### config.mk
export PLATFORM = sky130hd
export DESIGN_NAME = ext_osc_ctrl
export DESIGN_NICKNAME = d
export VERILOG_FILES = /design/src/ext_osc_pkg.sv /design/src/osc_cfg_if.sv /design/src/osc_mode_decode.sv /design/src/ext_osc_ctrl.sv
export VERILOG_INCLUDE_DIRS = /design/src
export SDC_FILE = /design/constraint.sdc
export NUM_CORES = 1
export LEC_CHECK = 0
export ABC_AREA = 1
export BUFFER_PORTS_ARGS = -buffer_cell sky130_fd_sc_hd__buf_2
export CORE_MARGIN = 1.5
export CORE_UTILIZATION = 46
export CTS_CLUSTER_SIZE = 24
export DETAILED_ROUTE_END_ITERATION = 8
export PLACE_DENSITY = 0.83
export SYNTH_ARGS = -nofsm -noshare
export SYNTH_HDL_FRONTEND = slang
export SYNTH_SLANG_ARGS = --single-unit
### constraint.sdc
create_clock -name clock -period 2.1 [get_ports clock]
set_input_delay 0.42 -clock clock [delete_from_list [all_inputs] [get_ports clock]]
set_output_delay 0.42 -clock clock [all_outputs]
set_load 0.1 [all_outputs]
### src/ext_osc_defs.svh
/*
 external oscillator control register: offsets, field positions, reset values, codes.
 assumes an 8-bit special-function register bus with a page select.
*/
`ifndef EXT_OSC_DEFS_SVH
`define EXT_OSC_DEFS_SVH
`define EXT_OSC_ADDR        8'h9f
`define EXT_OSC_PAGE        8'h0f
`define EXT_OSC_RESET       8'h00
`define EXT_OSC_VALID_BIT   7
`define EXT_OSC_MODE_HI     6
`define EXT_OSC_MODE_LO     4
`define EXT_OSC_FREQ_HI     2
`define EXT_OSC_FREQ_LO     0
`define EXT_OSC_MODE_OFF    3'h0
`define EXT_OSC_MODE_CMOS   3'h2
`define EXT_OSC_MODE_CMOS2  3'h3
`define EXT_OSC_MODE_RC     3'h4
`define EXT_OSC_MODE_CAP    3'h5
`define EXT_OSC_MODE_XTL    3'h6
`define EXT_OSC_MODE_XTL2   3'h7
`define EXT_OSC_CODE_ZERO   3'h0
`endif

### src/ext_osc_pkg.sv
/*
 types shared by the oscillator control register modules.
 assumes nothing beyond the defines header.
*/
package ext_osc_pkg;
    typedef enum logic [2:0] {
        osc_off,
        osc_cmos,
        osc_cmos_div2,
        osc_rc,
        osc_cap,
        osc_xtl,
        osc_xtl_div2
    } osc_kind_e;
    // k factor in hundredths, one entry per frequency code
    typedef logic [17:0] kfac_t;
endpackage : ext_osc_pkg

### src/osc_cfg_if.sv
/*
 interface carrying decoded oscillator settings between the register and the decoder.
 assumes a single clock domain.
*/
`timescale 1ns/1ns
interface osc_cfg_if;
    import ext_osc_pkg::*;
    logic [2:0]  mode;   // raw mode field
    logic [2:0]  freq;   // raw frequency code
    osc_kind_e   kind;   // decoded oscillator kind
    logic        xtl;    // crystal mode selected
    logic        div2;   // divide by two stage selected
    logic        rc_or_xtl_range; // freq code is a range
    kfac_t       kfac;   // k factor in hundredths
    modport reg_side (output mode, output freq, input kind, input xtl, input div2,
                      input rc_or_xtl_range, input kfac);
    modport dec_side (input mode, input freq, output kind, output xtl, output div2,
                      output rc_or_xtl_range, output kfac);
endinterface : osc_cfg_if

### src/osc_mode_decode.sv
/*
 combinational decode of mode field and frequency code.
 assumes the register side drives mode and freq.
*/
`timescale 1ns/1ns
`include "ext_osc_defs.svh"
module osc_mode_decode
    import ext_osc_pkg::*;
(
    osc_cfg_if.dec_side cfg   // settings from the register
);
    // ----------------------------------------
    // mode decode
    // ----------------------------------------
    always_comb
    begin
        cfg.kind            = osc_off;
        cfg.xtl             = 1'b0;
        cfg.div2            = 1'b0;
        cfg.rc_or_xtl_range = 1'b0;
        case (cfg.mode)
            `EXT_OSC_MODE_CMOS:  cfg.kind = osc_cmos;
            `EXT_OSC_MODE_CMOS2:
            begin
                cfg.kind = osc_cmos_div2;
                cfg.div2 = 1'b1;
            end
            `EXT_OSC_MODE_RC:
            begin
                cfg.kind            = osc_rc;
                cfg.rc_or_xtl_range = 1'b1;
            end
            `EXT_OSC_MODE_CAP:   cfg.kind = osc_cap;
            `EXT_OSC_MODE_XTL:
            begin
                cfg.kind            = osc_xtl;
                cfg.xtl             = 1'b1;
                cfg.rc_or_xtl_range = 1'b1;
            end
            `EXT_OSC_MODE_XTL2:
            begin
                cfg.kind            = osc_xtl_div2;
                cfg.xtl             = 1'b1;
                cfg.div2            = 1'b1;
                cfg.rc_or_xtl_range = 1'b1;
            end
            default: cfg.kind = osc_off;
        endcase
    end

    // ----------------------------------------
    // k factor table for capacitor mode, decoded from freq in every mode
    // ----------------------------------------
    always_comb
    begin
        case (cfg.freq)
            3'h0:    cfg.kfac = 18'h00057;                    // 0.87
            3'h1:    cfg.kfac = 18'h00104;                    // 2.6
            3'h2:    cfg.kfac = 18'h00302;                    // 7.7
            3'h3:    cfg.kfac = 18'h00898;                    // 22
            3'h4:    cfg.kfac = 18'h00258;                    // 6
            3'h5:    cfg.kfac = 18'h04650;                    // 180
            3'h6:    cfg.kfac = 18'h10360;                    // 664
            default: cfg.kfac = 18'h26d18;                    // 1590
        endcase
    end
endmodule : osc_mode_decode

### src/ext_osc_ctrl.sv
/*
 external oscillator control and status register on the special-function bus.
 assumes a cpu bus with write/read strobes, an 8-bit address and a page register;
 read data is registered one cycle after the read strobe.
*/
`timescale 1ns/1ns
`include "ext_osc_defs.svh"
// Contract
// - register lives at address 0x9f, only while page 0x0f is selected.
// - bit 7 read-only crystal valid flag, meaningful in crystal modes.
// - mode bits 6:4; 110 crystal, 111 crystal divide by two.
// - bit 3 unused, always reads zero.
// - bits 2:0 frequency range for crystal or rc, k factor for capacitor.
// - capacitor codes map to k factors 0.87 up to 1590.
module ext_osc_ctrl
    import ext_osc_pkg::*;
(
    input  wire logic        clock,        // system clock
    input  wire logic        rst,          // async reset, active high
    input  wire logic [7:0]  sfr_addr,     // register address
    input  wire logic [7:0]  sfr_page,     // selected page
    input  wire logic        sfr_wr,       // write strobe
    input  wire logic        sfr_rd,       // read strobe
    input  wire logic [7:0]  sfr_wdata,    // write data
    input  wire logic        xtl_stable,   // crystal running and stable
    output logic      [7:0]  sfr_rdata,    // read data
    output logic             sfr_rvalid,   // read data valid pulse
    output logic      [2:0]  ext_osc_mode_select, // mode field
    output logic      [2:0]  ext_osc_freq_code,   // frequency code
    output logic             crystal_valid_flag,  // valid flag
    output logic             osc_enable,   // oscillator powered
    output logic             osc_div2,     // divide by two stage on
    output logic             osc_xtl_mode  // crystal mode selected
);
    osc_cfg_if cfg ();

    logic [2:0] mode_r, mode_nxt;
    logic [2:0] freq_r, freq_nxt;
    logic       valid_r, valid_nxt;
    logic [7:0] rdata_r, rdata_nxt;
    logic       rvalid_r, rvalid_nxt;
    logic       en_r, en_nxt;
    logic       div2_r, div2_nxt;
    logic       xtlm_r, xtlm_nxt;
    logic       hit;

    assign cfg.mode = mode_r;
    assign cfg.freq = freq_r;

    osc_mode_decode u_dec (
        .cfg (cfg.dec_side)
    );

    // ----------------------------------------
    // decode and next state
    // ----------------------------------------
    assign hit = (sfr_addr == `EXT_OSC_ADDR) && (sfr_page == `EXT_OSC_PAGE);

    always_comb
    begin
        mode_nxt   = mode_r;
        freq_nxt   = freq_r;
        rdata_nxt  = rdata_r;
        rvalid_nxt = 1'b0;
        if (sfr_wr && hit)
        begin
            // bit 3 and bit 7 writes are dropped
            mode_nxt = sfr_wdata[`EXT_OSC_MODE_HI:`EXT_OSC_MODE_LO];
            freq_nxt = sfr_wdata[`EXT_OSC_FREQ_HI:`EXT_OSC_FREQ_LO];
        end
        if (sfr_rd)
        begin
            rvalid_nxt = 1'b1;
            // unmapped reads return zero
            rdata_nxt  = hit ? {valid_r, mode_r, 1'b0, freq_r} : `EXT_OSC_RESET;
        end
        // flag only qualifies in crystal modes; cleared otherwise, one cycle after mode_r leaves them, so stale lock shows for at most one cycle
        valid_nxt = cfg.xtl & xtl_stable;
        en_nxt    = (cfg.kind != osc_off);
        div2_nxt  = cfg.div2;
        xtlm_nxt  = cfg.xtl;
    end

    // ----------------------------------------
    // registers
    // ----------------------------------------
    always_ff @(posedge clock or posedge rst)
    begin
        if (rst)
        begin
            mode_r   <= `EXT_OSC_MODE_OFF;
            freq_r   <= `EXT_OSC_CODE_ZERO;
            valid_r  <= 1'b0;
            rdata_r  <= `EXT_OSC_RESET;
            rvalid_r <= 1'b0;
            en_r     <= 1'b0;
            div2_r   <= 1'b0;
            xtlm_r   <= 1'b0;
        end
        else
        begin
            mode_r   <= mode_nxt;
            freq_r   <= freq_nxt;
            valid_r  <= valid_nxt;
            rdata_r  <= rdata_nxt;
            rvalid_r <= rvalid_nxt;
            en_r     <= en_nxt;
            div2_r   <= div2_nxt;
            xtlm_r   <= xtlm_nxt;
        end
    end

    assign sfr_rdata           = rdata_r;
    assign sfr_rvalid          = rvalid_r;
    assign ext_osc_mode_select = mode_r;
    assign ext_osc_freq_code   = freq_r;
    assign crystal_valid_flag  = valid_r;
    assign osc_enable          = en_r;
    assign osc_div2            = div2_r;
    assign osc_xtl_mode        = xtlm_r;
endmodule : ext_osc_ctrl

## After elaboration in Yosys (flattened, before gate mapping)

Cells that the tools add are included.

- Reduce and logical (&&, ||, !) cells: 5
- Mux-type cells: 5
- Bitwise gates (word level): 1
- Eq/ne operators: 8

Operators by type and width:

| cell | number |
|---|---|
| $pmux W3 S6 | 1 |
| $eq A3 B3 Y1 const B | 4 |
| $eq A8 B4 Y1 const B | 1 |
| $eq A8 B8 Y1 const B | 1 |
| $mux W8 | 1 |
| $eq A3 B2 Y1 const B | 2 |
| $reduce_or A2 Y1 | 2 |
| $mux W1 | 3 |
| $reduce_bool A3 Y1 | 1 |
| $logic_and A1 B1 Y1 | 2 |
| $and A1 B1 Y1 | 1 |

- Output and inout bits: 19
- Flip-flop bits (word level): 19
- Word-level logic and storage cells: 27
- Input bits: 29

## Logic depth before layout (Yosys ltp)

Gate-level depths: netlist of the first run.

- Word-level depth: 4
- Gate-level depth with buffers: 7
- Mapped depth without buffers: 7

## Modules after synthesis

A second synthesis of the first run with hierarchy kept.

- Cell total of the unflattened synthesis: 130
- Area total of the unflattened synthesis: 979.7 um^2

By module, submodules not included:

| module | cells an instance | instances | area an instance (um^2) | seq. area each (um^2) |
|---|---|---|---|---|
| ext_osc_ctrl | 88 | 1 | 785.8 | 450.4 |
| osc_mode_decode | 42 | 1 | 193.9 | 0.0 |

## Worst setup path before layout of the first run

OpenSTA, ideal clock, no wires.

- Kind: register to output
- Start: register mode_r[1] (netlist: ext_osc_mode_select[1])
- End: output ext_osc_mode_select[1]
- Arrival: 950 ps
- Stages on the path, launching flop included: 1
- Required time: 1,680 ps
- Path slack: 730 ps
- Path buffers: 0
- Cells stage by stage: dfrtp_1

RTL lines:

| what | line | RTL |
|---|---|---|
| start: declaration | ext_osc_ctrl.sv:37 | `logic [2:0] mode_r, mode_nxt;` |
| start signal: assignment | ext_osc_ctrl.sv:91 | `` mode_r <= `EXT_OSC_MODE_OFF; `` |
| start signal: assignment | ext_osc_ctrl.sv:102 | `mode_r <= mode_nxt;` |
| end: declaration | ext_osc_ctrl.sv:28 | `output logic [2:0] ext_osc_mode_select,` |

No word-level cell between the ends.

## Worst setup path in the final report of the first run

- Start: register mode_r[1] (netlist: ext_osc_mode_select[1])
- End: output ext_osc_mode_select[1]

No word-level cell between the ends.

==> summary.md, run 1 <==
At the end of the flow, the number of nets in the layout was 167. Counting flops and latches in the post-synthesis netlist gives 18. Traced cell by cell, the critical path runs through buf_2.

The number of antenna diodes in the final layout is 0. For the worst slew margin relative to its limit, the log shows 0.562. In the layout the commonest cells are 44 x buf_2, 32 x nand2_1, 18 x dfrtp_1. Maximum ir drop on the vdd rail: 0.268 mV. The final critical path time including I/O delays and setup is 1.63 ns. Number of levels the H-tree was split into: 1. The worst setup path is launched from a flip-flop. The part of the power in registers is 0.555, and the count of final setup violators is 0.

Critical path class: reg -> out. The number of global-route vias before repair was 572. In this run the worst hold path is classified as in -> async.

The top-area cell type share of the netlist area came out at 0.524. Leakage dissipation: 0.000733 uW. Dividing total power by cell area gives a power density of 551 nW/um^2.

The sequential area share after synthesis is 0.524, and the clock transition at the registers of the reported paths is 0.10 ns. From bottom edge to top edge, the die measures 46.2 um. The net load switching power came out at 150 uW. Counting distinct cell types in the post-synthesis netlist gives 16. The signed area change from the synthesized netlist to the final layout works out to 32.2%.

The end-of-flow core utilization was 0.651; the max-cap check violation count was 0. TritonCTS built the clock tree. The library cell used most frequently in the layout, excluding fill and tap cells, is buf_2. The tools report the total internal power as 476 uW. Worst flop-to-flop path endpoint: osc_enable$_DFF_PP0_. The global-route usage over all layers is 0.161, and the number of buffers added for setup after CTS is 0. For the pin with the worst max-slew slack, the measured transition is 0.656 ns. The portion of total power attributed to the clock network is 0.337. The initialized floorplan defines 15 standard-cell rows. Switching power as a share of total power: 0.240. Among all stages on the critical path, the largest delay is contributed by buf_2. The number of nets in the synthesized netlist is 120. The count of port buffers added during placement came out at 44. The design draws 626 uW.

For this run, design rule violations remaining after detail routing come to 0. The fraction of final layout cells sized beyond drive strength 1 is 0.518. The largest area contributor in the synthesized netlist is dfrtp_1. The Yosys step of the flow raised 0 warnings. For the required arrival time at the worst endpoint, the log shows 1.68 ns. Summed over all layers, the routed wires come to 1580 um.

The clock reaches the later pin of the worst-skew pair after 0.29 ns. The startpoint identified for the worst register-to-register timing path is ext_osc_mode_select[1]$_DFFE_PP0P_. The detail-routed net length per standard cell was 9.76 um. The logs give 0 for the number of antenna violations at the first check in global routing and 615 MHz for the upper clock frequency limit. A synthesized cell averages 9.45 um^2. The worst reg2reg path depth works out to 1. The run gives 0.492 as the starting utilization of the core area. The detailed placer's ending HPWL is 1230 um.

The worst setup path is captured at an output pin. By area the synthesized netlist is led by dfrtp_1 52%, nand2_1 14%, o21ai_2 7.1%. Across the routed clock network, the largest skew measured is 0.00282 ns.

The tools report the max-slew violation count as 0. The core box area was 1750 um^2; the reg2reg setup slack was 1.24 ns. The number of gates resized after CTS was 0. The post-synthesis cell count was 91. The final worst-path cycle share came out at 0.774. The number of endpoints with negative hold slack in the final report is 0, and the total number of vias is 714. The largest single stage delay on the critical path is 0.46 ns.

The logs give 19 for the pin count of the biggest net entering global routing and 860 um^2 for the area of the mapped netlist. For the detailed-router iteration count before antenna repair, the log shows 4. The count of hold buffers inserted by post-cts repair is 0, and the floorplan die width is 46.2 um. The highest net fanout along the worst path came out at 6. Once detail routing completed, the nets flagged for antenna violations numbered 0.

During I/O placement, the number of pins put on the boundary was 48. The area of the die came out at 2140 um^2. The number of buffer and inverter instances along the worst setup path is 1. For the final-layout setup total negative slack, the log shows 0 ns.

The first global-routing pass estimated 2370 um of wire. Setup repair after global routing left no endpoint under its margin. For the worst setup path, the data arrival time is 1.21 ns. The flow ran to the end, and the final reports show no timing, DRC or antenna violations. The final weighted congestion of routability-driven global placement is 0.708, and the post-detailed-route via-to-cell ratio is 4.41. Grouping stages by cell kind, the critical path spends the most delay in buffers and inverters. Counting the buffers created by CTS gives 3. For this run the aggregate overflow at the end of global routing stands at 0. For the share of power burned in combinational logic, the log shows 0.108. The cell sitting at the root of the clock tree is a clkbuf_4.

The tree built by TritonCTS fans out to 18 sinks. The buffer depth of the longest clock path is 2. The starting DRC count in detailed routing was 10.
Yosys cell counts (all sizes together):
library cell	instances
clkbuf	1
nand4	6
buf	1
dfrtp	18
or2	1
inv	11
nand3	1
o21ai	7
conb	1
nor2	7
nand2	37
power by group through the flow:
stage,logic [uW],clock network (uW),registers (uW)
6_report,67.5,211,348
5_1_grt,74.7,230,348
4_1_cts,68.3,215,348
3_5_place_dp,68.3,0,354
3_3_place_gp,67.0,0,354
2_1_floorplan,32.2,0,362
state kept, by name (all words and copies together), names as in the netlist:
register	cells
sfr_rdata	7
ext_osc_freq_code	3
ext_osc_mode_select	3
crystal_valid_flag	1
osc_div2	1
osc_enable	1
osc_xtl_mode	1
sfr_rvalid	1
area by class of cell:
cell class / instances / area, um^2
Timing Repair Buffer: 44 / 220
Clock buffer: 4 / 36.3
Multi-Input combinational cell: 60 / 357
Fill cell: 161 / 609
Inverter: 11 / 41.3
Sequential cell: 18 / 450
Tap cell: 25 / 31.3
metrics by stage:
stage | worst slack, ns | instances | hold slack [ns] | instance area, um^2
global placement | 0.821 | 158 | 0.461 | 1100
CTS | 0.462 | 162 | 0.202 | 1140
floorplan | 0.730 | 91 | 0.359 | 860
global route | 0.422 | 162 | 0.253 | 1140
detailed placement | 0.811 | 158 | 0.465 | 1100
finish | 0.475 | 162 | 0.196 | 1140
routing by layer:
| layer | part of all wire | vias up | GRT usage |
|---|---|---|---|
| li1 | - | 372 | - |
| met1 | 0.43 | 302 | 0.195 |
| met2 | 0.49 | 37 | 0.264 |
| met3 | 0.059 | 3 | 0.0235 |
| met4 | 0.017 | 0 | 0.103 |
| met5 | 0 | - | 0 |
worst max path at each step:
stage / from / endpoint / slack [ns] / cells after the start
after CTS: ext_osc_mode_select[1]$_DFFE_PP0P_ / ext_osc_mode_select[1] / 0.46 / 1
after global placement: ext_osc_mode_select[1]$_DFFE_PP0P_ / ext_osc_mode_select[1] / 0.82 / 1
final: ext_osc_mode_select[1]$_DFFE_PP0P_ / ext_osc_mode_select[1] / 0.47 / 1
after detailed placement: ext_osc_mode_select[1]$_DFFE_PP0P_ / ext_osc_mode_select[1] / 0.81 / 1
after global routing: ext_osc_mode_select[1]$_DFFE_PP0P_ / ext_osc_mode_select[1] / 0.42 / 1
after floorplan: ext_osc_mode_select[1]$_DFFE_PP0P_ / ext_osc_mode_select[1] / 0.73 / 0
cells by family (layout without fill, tap and decap cells):
logic type             count (synthesis)  count (layout)  share of synthesized area
and+or+nand+nor                       52              52                      0.339
AOI/OAI and AO/OA                      7               7                     0.0713
DFF                                   18              18                      0.524
buffers and inverters                 13              59                     0.0611
other                                  1               1                    0.00436
No activity file was read; power rests on OpenSTA's default activity.
==> run 2: changes to the inputs <==
- CORE_UTILIZATION: 46 -> 42
- PLACE_DENSITY: 0.83 -> 0.77
- clock period: 2.1 -> 1.5 ns (I/O delays scaled with it)
==> run 2 against run 1 <==
  * Sequential share of layout area decreased by 0.26 points
  * Combinational power up 39%
  * Power up 38%
  * Via count increased by 4.1%
  * First-iteration DRC count down 40%
  * Die area increased by 8.9%
  * Clock skew increased by 0.0013 ns
  * Utilization fell by 6.2 points
  * Sequential power is 40% higher
  * Cell area up 0.66%
  * Hold slack got worse by 0.12 ns
  * Setup slack lost 0.43 ns
==> summary.md, run 2 (synthesis gave the netlist of run 1 again) <==
The number of buffers added for setup after CTS is 0 (unchanged), and the area of the die is 2330 um^2 (was 2140 um^2). The placed instance area was 1100 um^2 (about the same). The share of power burned in combinational logic was 0.109 (was 0.108); the number of CTS-inserted buffers was 3 (unchanged).

The part of the power in registers was 0.564 (was 0.555); the upper clock frequency limit was 687 MHz. The non-filler instance count after layout came out at 164 (was 162). The number of design rule violations left after detail routing is 0 (unchanged). The antenna diode count came out at 0 (unchanged). The logs give 0 (unchanged) for the max-slew violation count and 6 (was 10) for the starting DRC count in detailed routing. The critical path class was reg -> out (unchanged). For the starting utilization of the core area, the log shows 0.443 (was 0.492). The number of flip-flops under the largest register name works out to 7 (unchanged).

The commonest non-fill, non-tap cell in the layout was buf_2 (unchanged). The insertion delay of the later-clocked pin in the worst-skew pair was 0.28 ns (was 0.29 ns); the net load switching power was 196 uW (was 150 uW). The floorplan die width was 48.2 um (was 46.2 um). The maximum ir drop on the vdd rail was 0.407 mV (was 0.268 mV). The max-cap check violation count is 0 (unchanged), and the final worst-path cycle share is 0.971.

The clock transition at the registers of the reported paths was 0.09 ns (was 0.10 ns); the total I/O pin count was 48 (unchanged). The number of antenna violations at the first check in global routing is 0 (unchanged). The logs give 0 (unchanged) for the count of final setup violators and 0.730 (was 0.708) for the final weighted congestion of routability-driven global placement. The die boundary height came out at 48.2 um (was 46.2 um). TritonCTS built the clock tree.

For the number of global-route vias before repair, the log shows 580 (was 572). The power per cell area works out to 754 nW/um^2 (was 551 nW/um^2). The sort of element at the start of the critical path is a flip-flop (unchanged).

Total internal power: 666 uW (was 476 uW). The worst setup slack before clock tree synthesis came out at 0.322 ns (was 0.811 ns). The flow ran to the end, and the final reports show no timing, DRC or antenna violations.

The number of levels the H-tree was split into is 1 (unchanged), and the highest net fanout along the worst path is 5 (was 6). The switching power as a share of total power was 0.227 (was 0.240). The detail-routed net length per standard cell is 8.99 um (was 9.76 um). Top library cells by usage in the layout, fill and taps aside: 42 x buf_2, 32 x nand2_1, 18 x dfrtp_1 (was 44 x buf_2, 32 x nand2_1, 18 x dfrtp_1).

Number of core rows: 16 (was 15). The global-route usage over all layers came out at 0.135 (was 0.161). For the data arrival time of the critical path, the log shows 1.16 ns (was 1.21 ns). The flip-flop and latch area is 450 um^2 (unchanged). The logs give 1230 um (about the same) for the detailed placer's ending HPWL and 1470 um (was 1580 um) for the final wirelength.

The library cell used as clock root buffer is clkbuf_4 (unchanged). The fraction of final layout cells sized beyond drive strength 1 was 0.518 (unchanged); the count of port buffers added during placement was 44 (unchanged). The post-detailed-route via-to-cell ratio works out to 4.53 (was 4.41).

The slew at the pin closest to its max-slew limit was 0.630 ns (was 0.656 ns). Cell family contributing the most delay on the critical path: buffers and inverters (unchanged). The net total in the final layout was 167 (unchanged); the signed area change from the synthesized netlist to the final layout was 33.0% (was 32.2%). The tools report the number of endpoints with negative hold slack in the final report as 0 (unchanged). The portion of total power attributed to the clock network was 0.326 (was 0.337). For the combined area of the multi-input logic cells, the log shows 357 um^2 (unchanged). The total number of vias was 743 (was 714); the number of sinks handled by clock tree synthesis was 18 (unchanged). Number of fill cells in the layout: 196 (was 161). Master of the slowest instance on the critical path: buf_2 (unchanged).

For the pin count of the biggest net entering global routing, the log shows 19 (unchanged). For the finished layout, the period the worst path requires is 1.46 ns. The worst clock skew came out at 0.00409 ns (was 0.00282 ns). For the core box area, the log shows 1940 um^2 (was 1750 um^2). The element type at the critical path end is an output pin (unchanged).

The tools report the required arrival time at the worst endpoint as 1.20 ns (was 1.68 ns). The run gives 862 uW (was 626 uW) as the overall power consumption. The worst slew margin relative to its limit came out at 0.580 (was 0.562). The tools report the final-layout setup total negative slack as 0 ns (unchanged). Buffer depth of the longest clock path: 2 (unchanged).

The number of cells after detailed placement was 160 (was 158). The tools report the wire length of the first global-routing pass as 2180 um (was 2370 um). The final worst-path setup slack was 0.0437 ns (was 0.475 ns). Setup repair after global routing left no endpoint under its margin. The largest stage delay on the critical path came out at 0.45 ns (was 0.46 ns). Crit path cell chain: buf_2 (unchanged). The count of nets left with antenna violations after detail routing is 0 (unchanged). The tools report the final standard cell area without fillers as 1140 um^2 (about the same). The number of buffer and inverter instances along the worst setup path was 1 (unchanged); the remaining global-route overflow was 0 (unchanged).

The class of the most critical hold timing path is in -> async (unchanged). Leakage dissipation: 0.000732 uW (was 0.000733 uW). The detailed-router iteration count before antenna repair was 4 (unchanged).
-- run 2: changes by cell type in the layout (fill, tap and decap cells not counted), sizes merged --
cell,delta
buf,-1
clkbuf,+1
-- run 2: what timing repair did --
action	in CTS	in global routing
hold buffers	0	0
resized for setup	1	1
cloned	0	0
setup endpoints to repair	1	1
-- run 2: area by class of cell --
class	count	share of cell area
sequential	18	0.394
timing repair buffer	44	0.197
tap	27	0.0295
clock buffer	4	0.0317
inverter	11	0.0361
multi-input combinational	60	0.312
-- run 2: per-layer routing --
metal	track usage	wire length [um]
met1	0.157	567
met2	0.232	767
met3	0.0222	119
met4	0.0811	21
met5	0	0
-- run 2: per-stage QoR --
step,utilization,hold slack (ns)
after floorplan,-,0.239
after CTS,0.588,0.0979
final,0.589,0.0804
after detailed placement,0.568,0.412
after global routing,0.589,0.142
after global placement,0.568,0.402
-- run 2: path summary, 6_finish.rpt --
kind | start | end | slack (ns) | cells after the start
min | rst | osc_div2$_DFF_PP0_ | 0.08 | 2
max reg2reg | ext_osc_mode_select[1]$_DFFE_PP0P_ | osc_enable$_DFF_PP0_ | 0.63 | 1
max in group asynchronous | rst | sfr_rdata[2]$_DFFE_PP0P_ | 1.01 | 2
min in group clock | xtl_stable | crystal_valid_flag$_DFF_PP0_ | 0.21 | 3
min reg2reg | sfr_rdata[7]$_DFFE_PP0P_ | sfr_rdata[7]$_DFFE_PP0P_ | 0.49 | 2
max | ext_osc_mode_select[2]$_DFFE_PP0P_ | ext_osc_mode_select[2] | 0.04 | 1
-- run 2: power groups by stage --
stage | sequential (uW) | clock (uW) | combinational (uW)
after floorplan | 507 | 0 | 45.1
after global placement | 496 | 0 | 93.4
after detailed placement | 496 | 0 | 95.5
after CTS | 487 | 290 | 95.6
after global routing | 487 | 308 | 104
final | 487 | 281 | 94.1
==> run 3: changes to the inputs <==
- SETUP_SLACK_MARGIN: not set -> 0.2
==> run 3 against run 2 <==
  * Register-to-register slack about the same
  * Clock skew grew 0.0023 ns
  * Sequential share of layout area fell by 1.9 points
  * Sequential cell count unchanged
  * Power increased by 0.42%
  * Largest power group unchanged
  * Global-route usage grew 0.99 points
  * Via count is 3.0% lower
  * Critical path depth unchanged
  * Critical path type unchanged
  * Setup slack improved by 0.20 ns
  * Wire length rose by 0.34%
  * First-iteration DRC count up 83%
==> summary.md, run 3 (synthesis gave the netlist of run 1 again) <==
The number of design rule violations left after detail routing was 0 (unchanged). The tools report the count of hold buffers inserted by post-cts repair as 0 (unchanged). The logs give 0 (unchanged) for the number of endpoints with negative hold slack in the final report and 453 um^2 (was 450 um^2) for the flip-flop and latch area. The core box area was 1940 um^2 (unchanged). Setup repair after global routing could not meet its margin everywhere. The number of flip-flops under the largest register name was 7 (unchanged); the number of fill cells in the layout was 191 (was 196). The run gives 0.733 (was 0.730) as the final weighted congestion of routability-driven global placement. The tools report the detailed placer's ending HPWL as 1190 um (was 1230 um). Top library cells by usage in the layout, fill and taps aside: 32 x nand2_1, 26 x buf_2, 16 x dfrtp_1 (was 42 x buf_2, 32 x nand2_1, 18 x dfrtp_1). The final worst-path cycle share was 0.838 (was 0.971).

The highest net fanout along the worst path came out at 4 (was 5). The total number of vias was 721 (was 743); the worst reg2reg path depth was 1 (unchanged). The data arrival time of the critical path was 0.96 ns (was 1.16 ns).

Number of core rows: 16 (unchanged). The reg2reg setup slack is 0.64 ns (was 0.63 ns), and the number of levels the H-tree was split into is 1 (unchanged). Number of CTS-inserted buffers: 3 (unchanged).

For the detailed-router iteration count before antenna repair, the log shows 4 (unchanged). For the combined area of the multi-input logic cells, the log shows 357 um^2 (unchanged). The remaining global-route overflow was 0 (unchanged); the total number of cells along the worst setup path was 1 (unchanged). The run gives 0.28 ns (about the same) as the insertion delay of the later-clocked pin in the worst-skew pair. The antenna diode count was 0 (unchanged).

Total I/O pin count: 48 (unchanged). Pin count of the biggest net entering global routing: 19 (unchanged). The number of antenna violations at the first check in global routing is 0 (unchanged). The tools report the maximum ir drop on the vdd rail as 0.429 mV (was 0.407 mV). Commonest non-fill, non-tap cell in the layout: nand2_1 (was buf_2). The tools report the starting utilization of the core area as 0.443 (unchanged). For the upper clock frequency limit, the log shows 795 MHz (was 687 MHz). Starting DRC count in detailed routing: 11 (was 6). The run finished with clean final reports. For the worst slew margin relative to its limit, the log shows 0.580 (about the same).

The floorplan die width works out to 48.2 um (unchanged). Number of sinks handled by clock tree synthesis: 18 (unchanged). The net total in the final layout is 167 (unchanged). The tools report the required arrival time at the worst endpoint as 1.20 ns (about the same).

The run gives 160 (unchanged) as the number of cells after detailed placement. The tools report the area of the die as 2330 um^2 (unchanged). The last element of the critical path was ext_osc_mode_select[0] (was ext_osc_mode_select[2]). The die boundary height is 48.2 um (unchanged), and the final standard cell area without fillers is 1210 um^2 (was 1140 um^2). For the buffer depth of the longest clock path, the log shows 2 (unchanged). The max-cap check violation count came out at 0 (unchanged).

The final-layout setup total negative slack is 0 ns (unchanged). Startpoint of the worst register-to-register path: ext_osc_mode_select[1]$_DFFE_PP0P_ (unchanged). The tools report the wire length of the first global-routing pass as 2390 um (was 2180 um). The fraction of final layout cells sized beyond drive strength 1 is 0.533 (was 0.518), and the number of buffer and inverter instances along the worst setup path is 1 (unchanged). The master of the slowest instance on the critical path was dfrtp_1 (was buf_2). The detail-routed net length per standard cell was 9.02 um (was 8.99 um); the post-detailed-route via-to-cell ratio was 4.40 (was 4.53). For the max-slew violation count, the log shows 0 (unchanged).

The clock transition at the registers of the reported paths works out to 0.10 ns (was 0.09 ns). For the number of global-route vias before repair, the log shows 604 (was 580). Element type at the critical path end: an output pin (unchanged). The global-route usage over all layers was 0.145 (was 0.135); the end-of-flow core utilization was 0.622 (was 0.589). The tools report the worst flop-to-flop path endpoint as osc_enable$_DFF_PP0_ (unchanged). The run gives 164 (unchanged) as the non-filler instance count after layout. The final hold slack came out at 0.0788 ns (was 0.0804 ns). The run gives 0 (unchanged) as the count of final setup violators. The placed instance area is 1100 um^2 (about the same), and the power per cell area is 716 nW/um^2 (was 754 nW/um^2). The signed area change from the synthesized netlist to the final layout came out at 40.6% (was 33.0%). The tools report the library cell used as clock root buffer as clkbuf_4 (unchanged).

The cell family contributing the most delay on the critical path was flip-flops (was buffers and inverters). Largest stage delay on the critical path: 0.43 ns (was 0.45 ns). TritonCTS built the clock tree. The leakage dissipation came out at 0.000732 uW (about the same). The worst clock skew was 0.00641 ns (was 0.00409 ns). Crit path cell chain: buf_6 (was buf_2). The final critical path time including I/O delays and setup is 1.26 ns (was 1.46 ns), and the slew at the pin closest to its max-slew limit is 0.630 ns (about the same). The class of the most critical hold timing path is in -> async (unchanged).

Critical path launch point: ext_osc_mode_select[0]$_DFFE_PP0P_ (was ext_osc_mode_select[2]$_DFFE_PP0P_). For the count of nets left with antenna violations after detail routing, the log shows 0 (unchanged). The critical path class is reg -> out (unchanged).

Count of port buffers added during placement: 44 (unchanged). Final wirelength: 1480 um (was 1470 um). The sort of element at the start of the critical path is a flip-flop (unchanged).
## run 3: power breakdown
part           total, uW  internal [uW]  leakage, uW  switching, uW
sequential           487            486     0.000246          0.409
clock                284            147    0.0000210            136
combinational       95.3           33.4     0.000465           62.0
## run 3: worst min-delay path by stage
stage          from                            to  slack [ns]  depth (start not counted)
6_report        rst      sfr_rdata[4]$_DFFE_PP0P_        0.08                          2
3_3_place_gp    rst          sfr_rvalid$_DFF_PP0_        0.40                          2
4_1_cts         rst      sfr_rdata[4]$_DFFE_PP0P_        0.10                          2
2_1_floorplan   rst  crystal_valid_flag$_DFF_PP0_        0.24                          1
3_5_place_dp    rst      sfr_rdata[7]$_DFFE_PP0P_        0.41                          2
5_1_grt         rst      sfr_rdata[0]$_DFFE_PP0P_        0.14                          2
## run 3: routing by layer
metal	vias to the layer above	track usage	wire length [um]
met2	34	0.253	814
met4	0	0.0486	0
met5	-	0	0
met3	0	0.0222	102
li1	373	-	-
met1	314	0.182	562
## run 3: cell type report
| cell class | count | area share |
|---|---|---|
| timing repair buffer | 44 | 0.238 |
| inverter | 11 | 0.0342 |
| sequential | 18 | 0.375 |
| tap | 27 | 0.0280 |
| clock buffer | 4 | 0.0300 |
| multi-input combinational | 60 | 0.295 |
## run 3: repair_timing
action / CTS / global route
endpoints found under the setup margin: 18 / 6
resized for setup: 18 / 6
setup buffers: 0 / 0
cloned: 0 / 0
## run 3: metrics by stage
step           setup WS [ns]  total power [uW]
2_1_floorplan          0.201               552
3_3_place_gp           0.370               590
3_5_place_dp           0.343               592
4_1_cts                0.187               870
5_1_grt                0.195               905
6_report               0.243               866
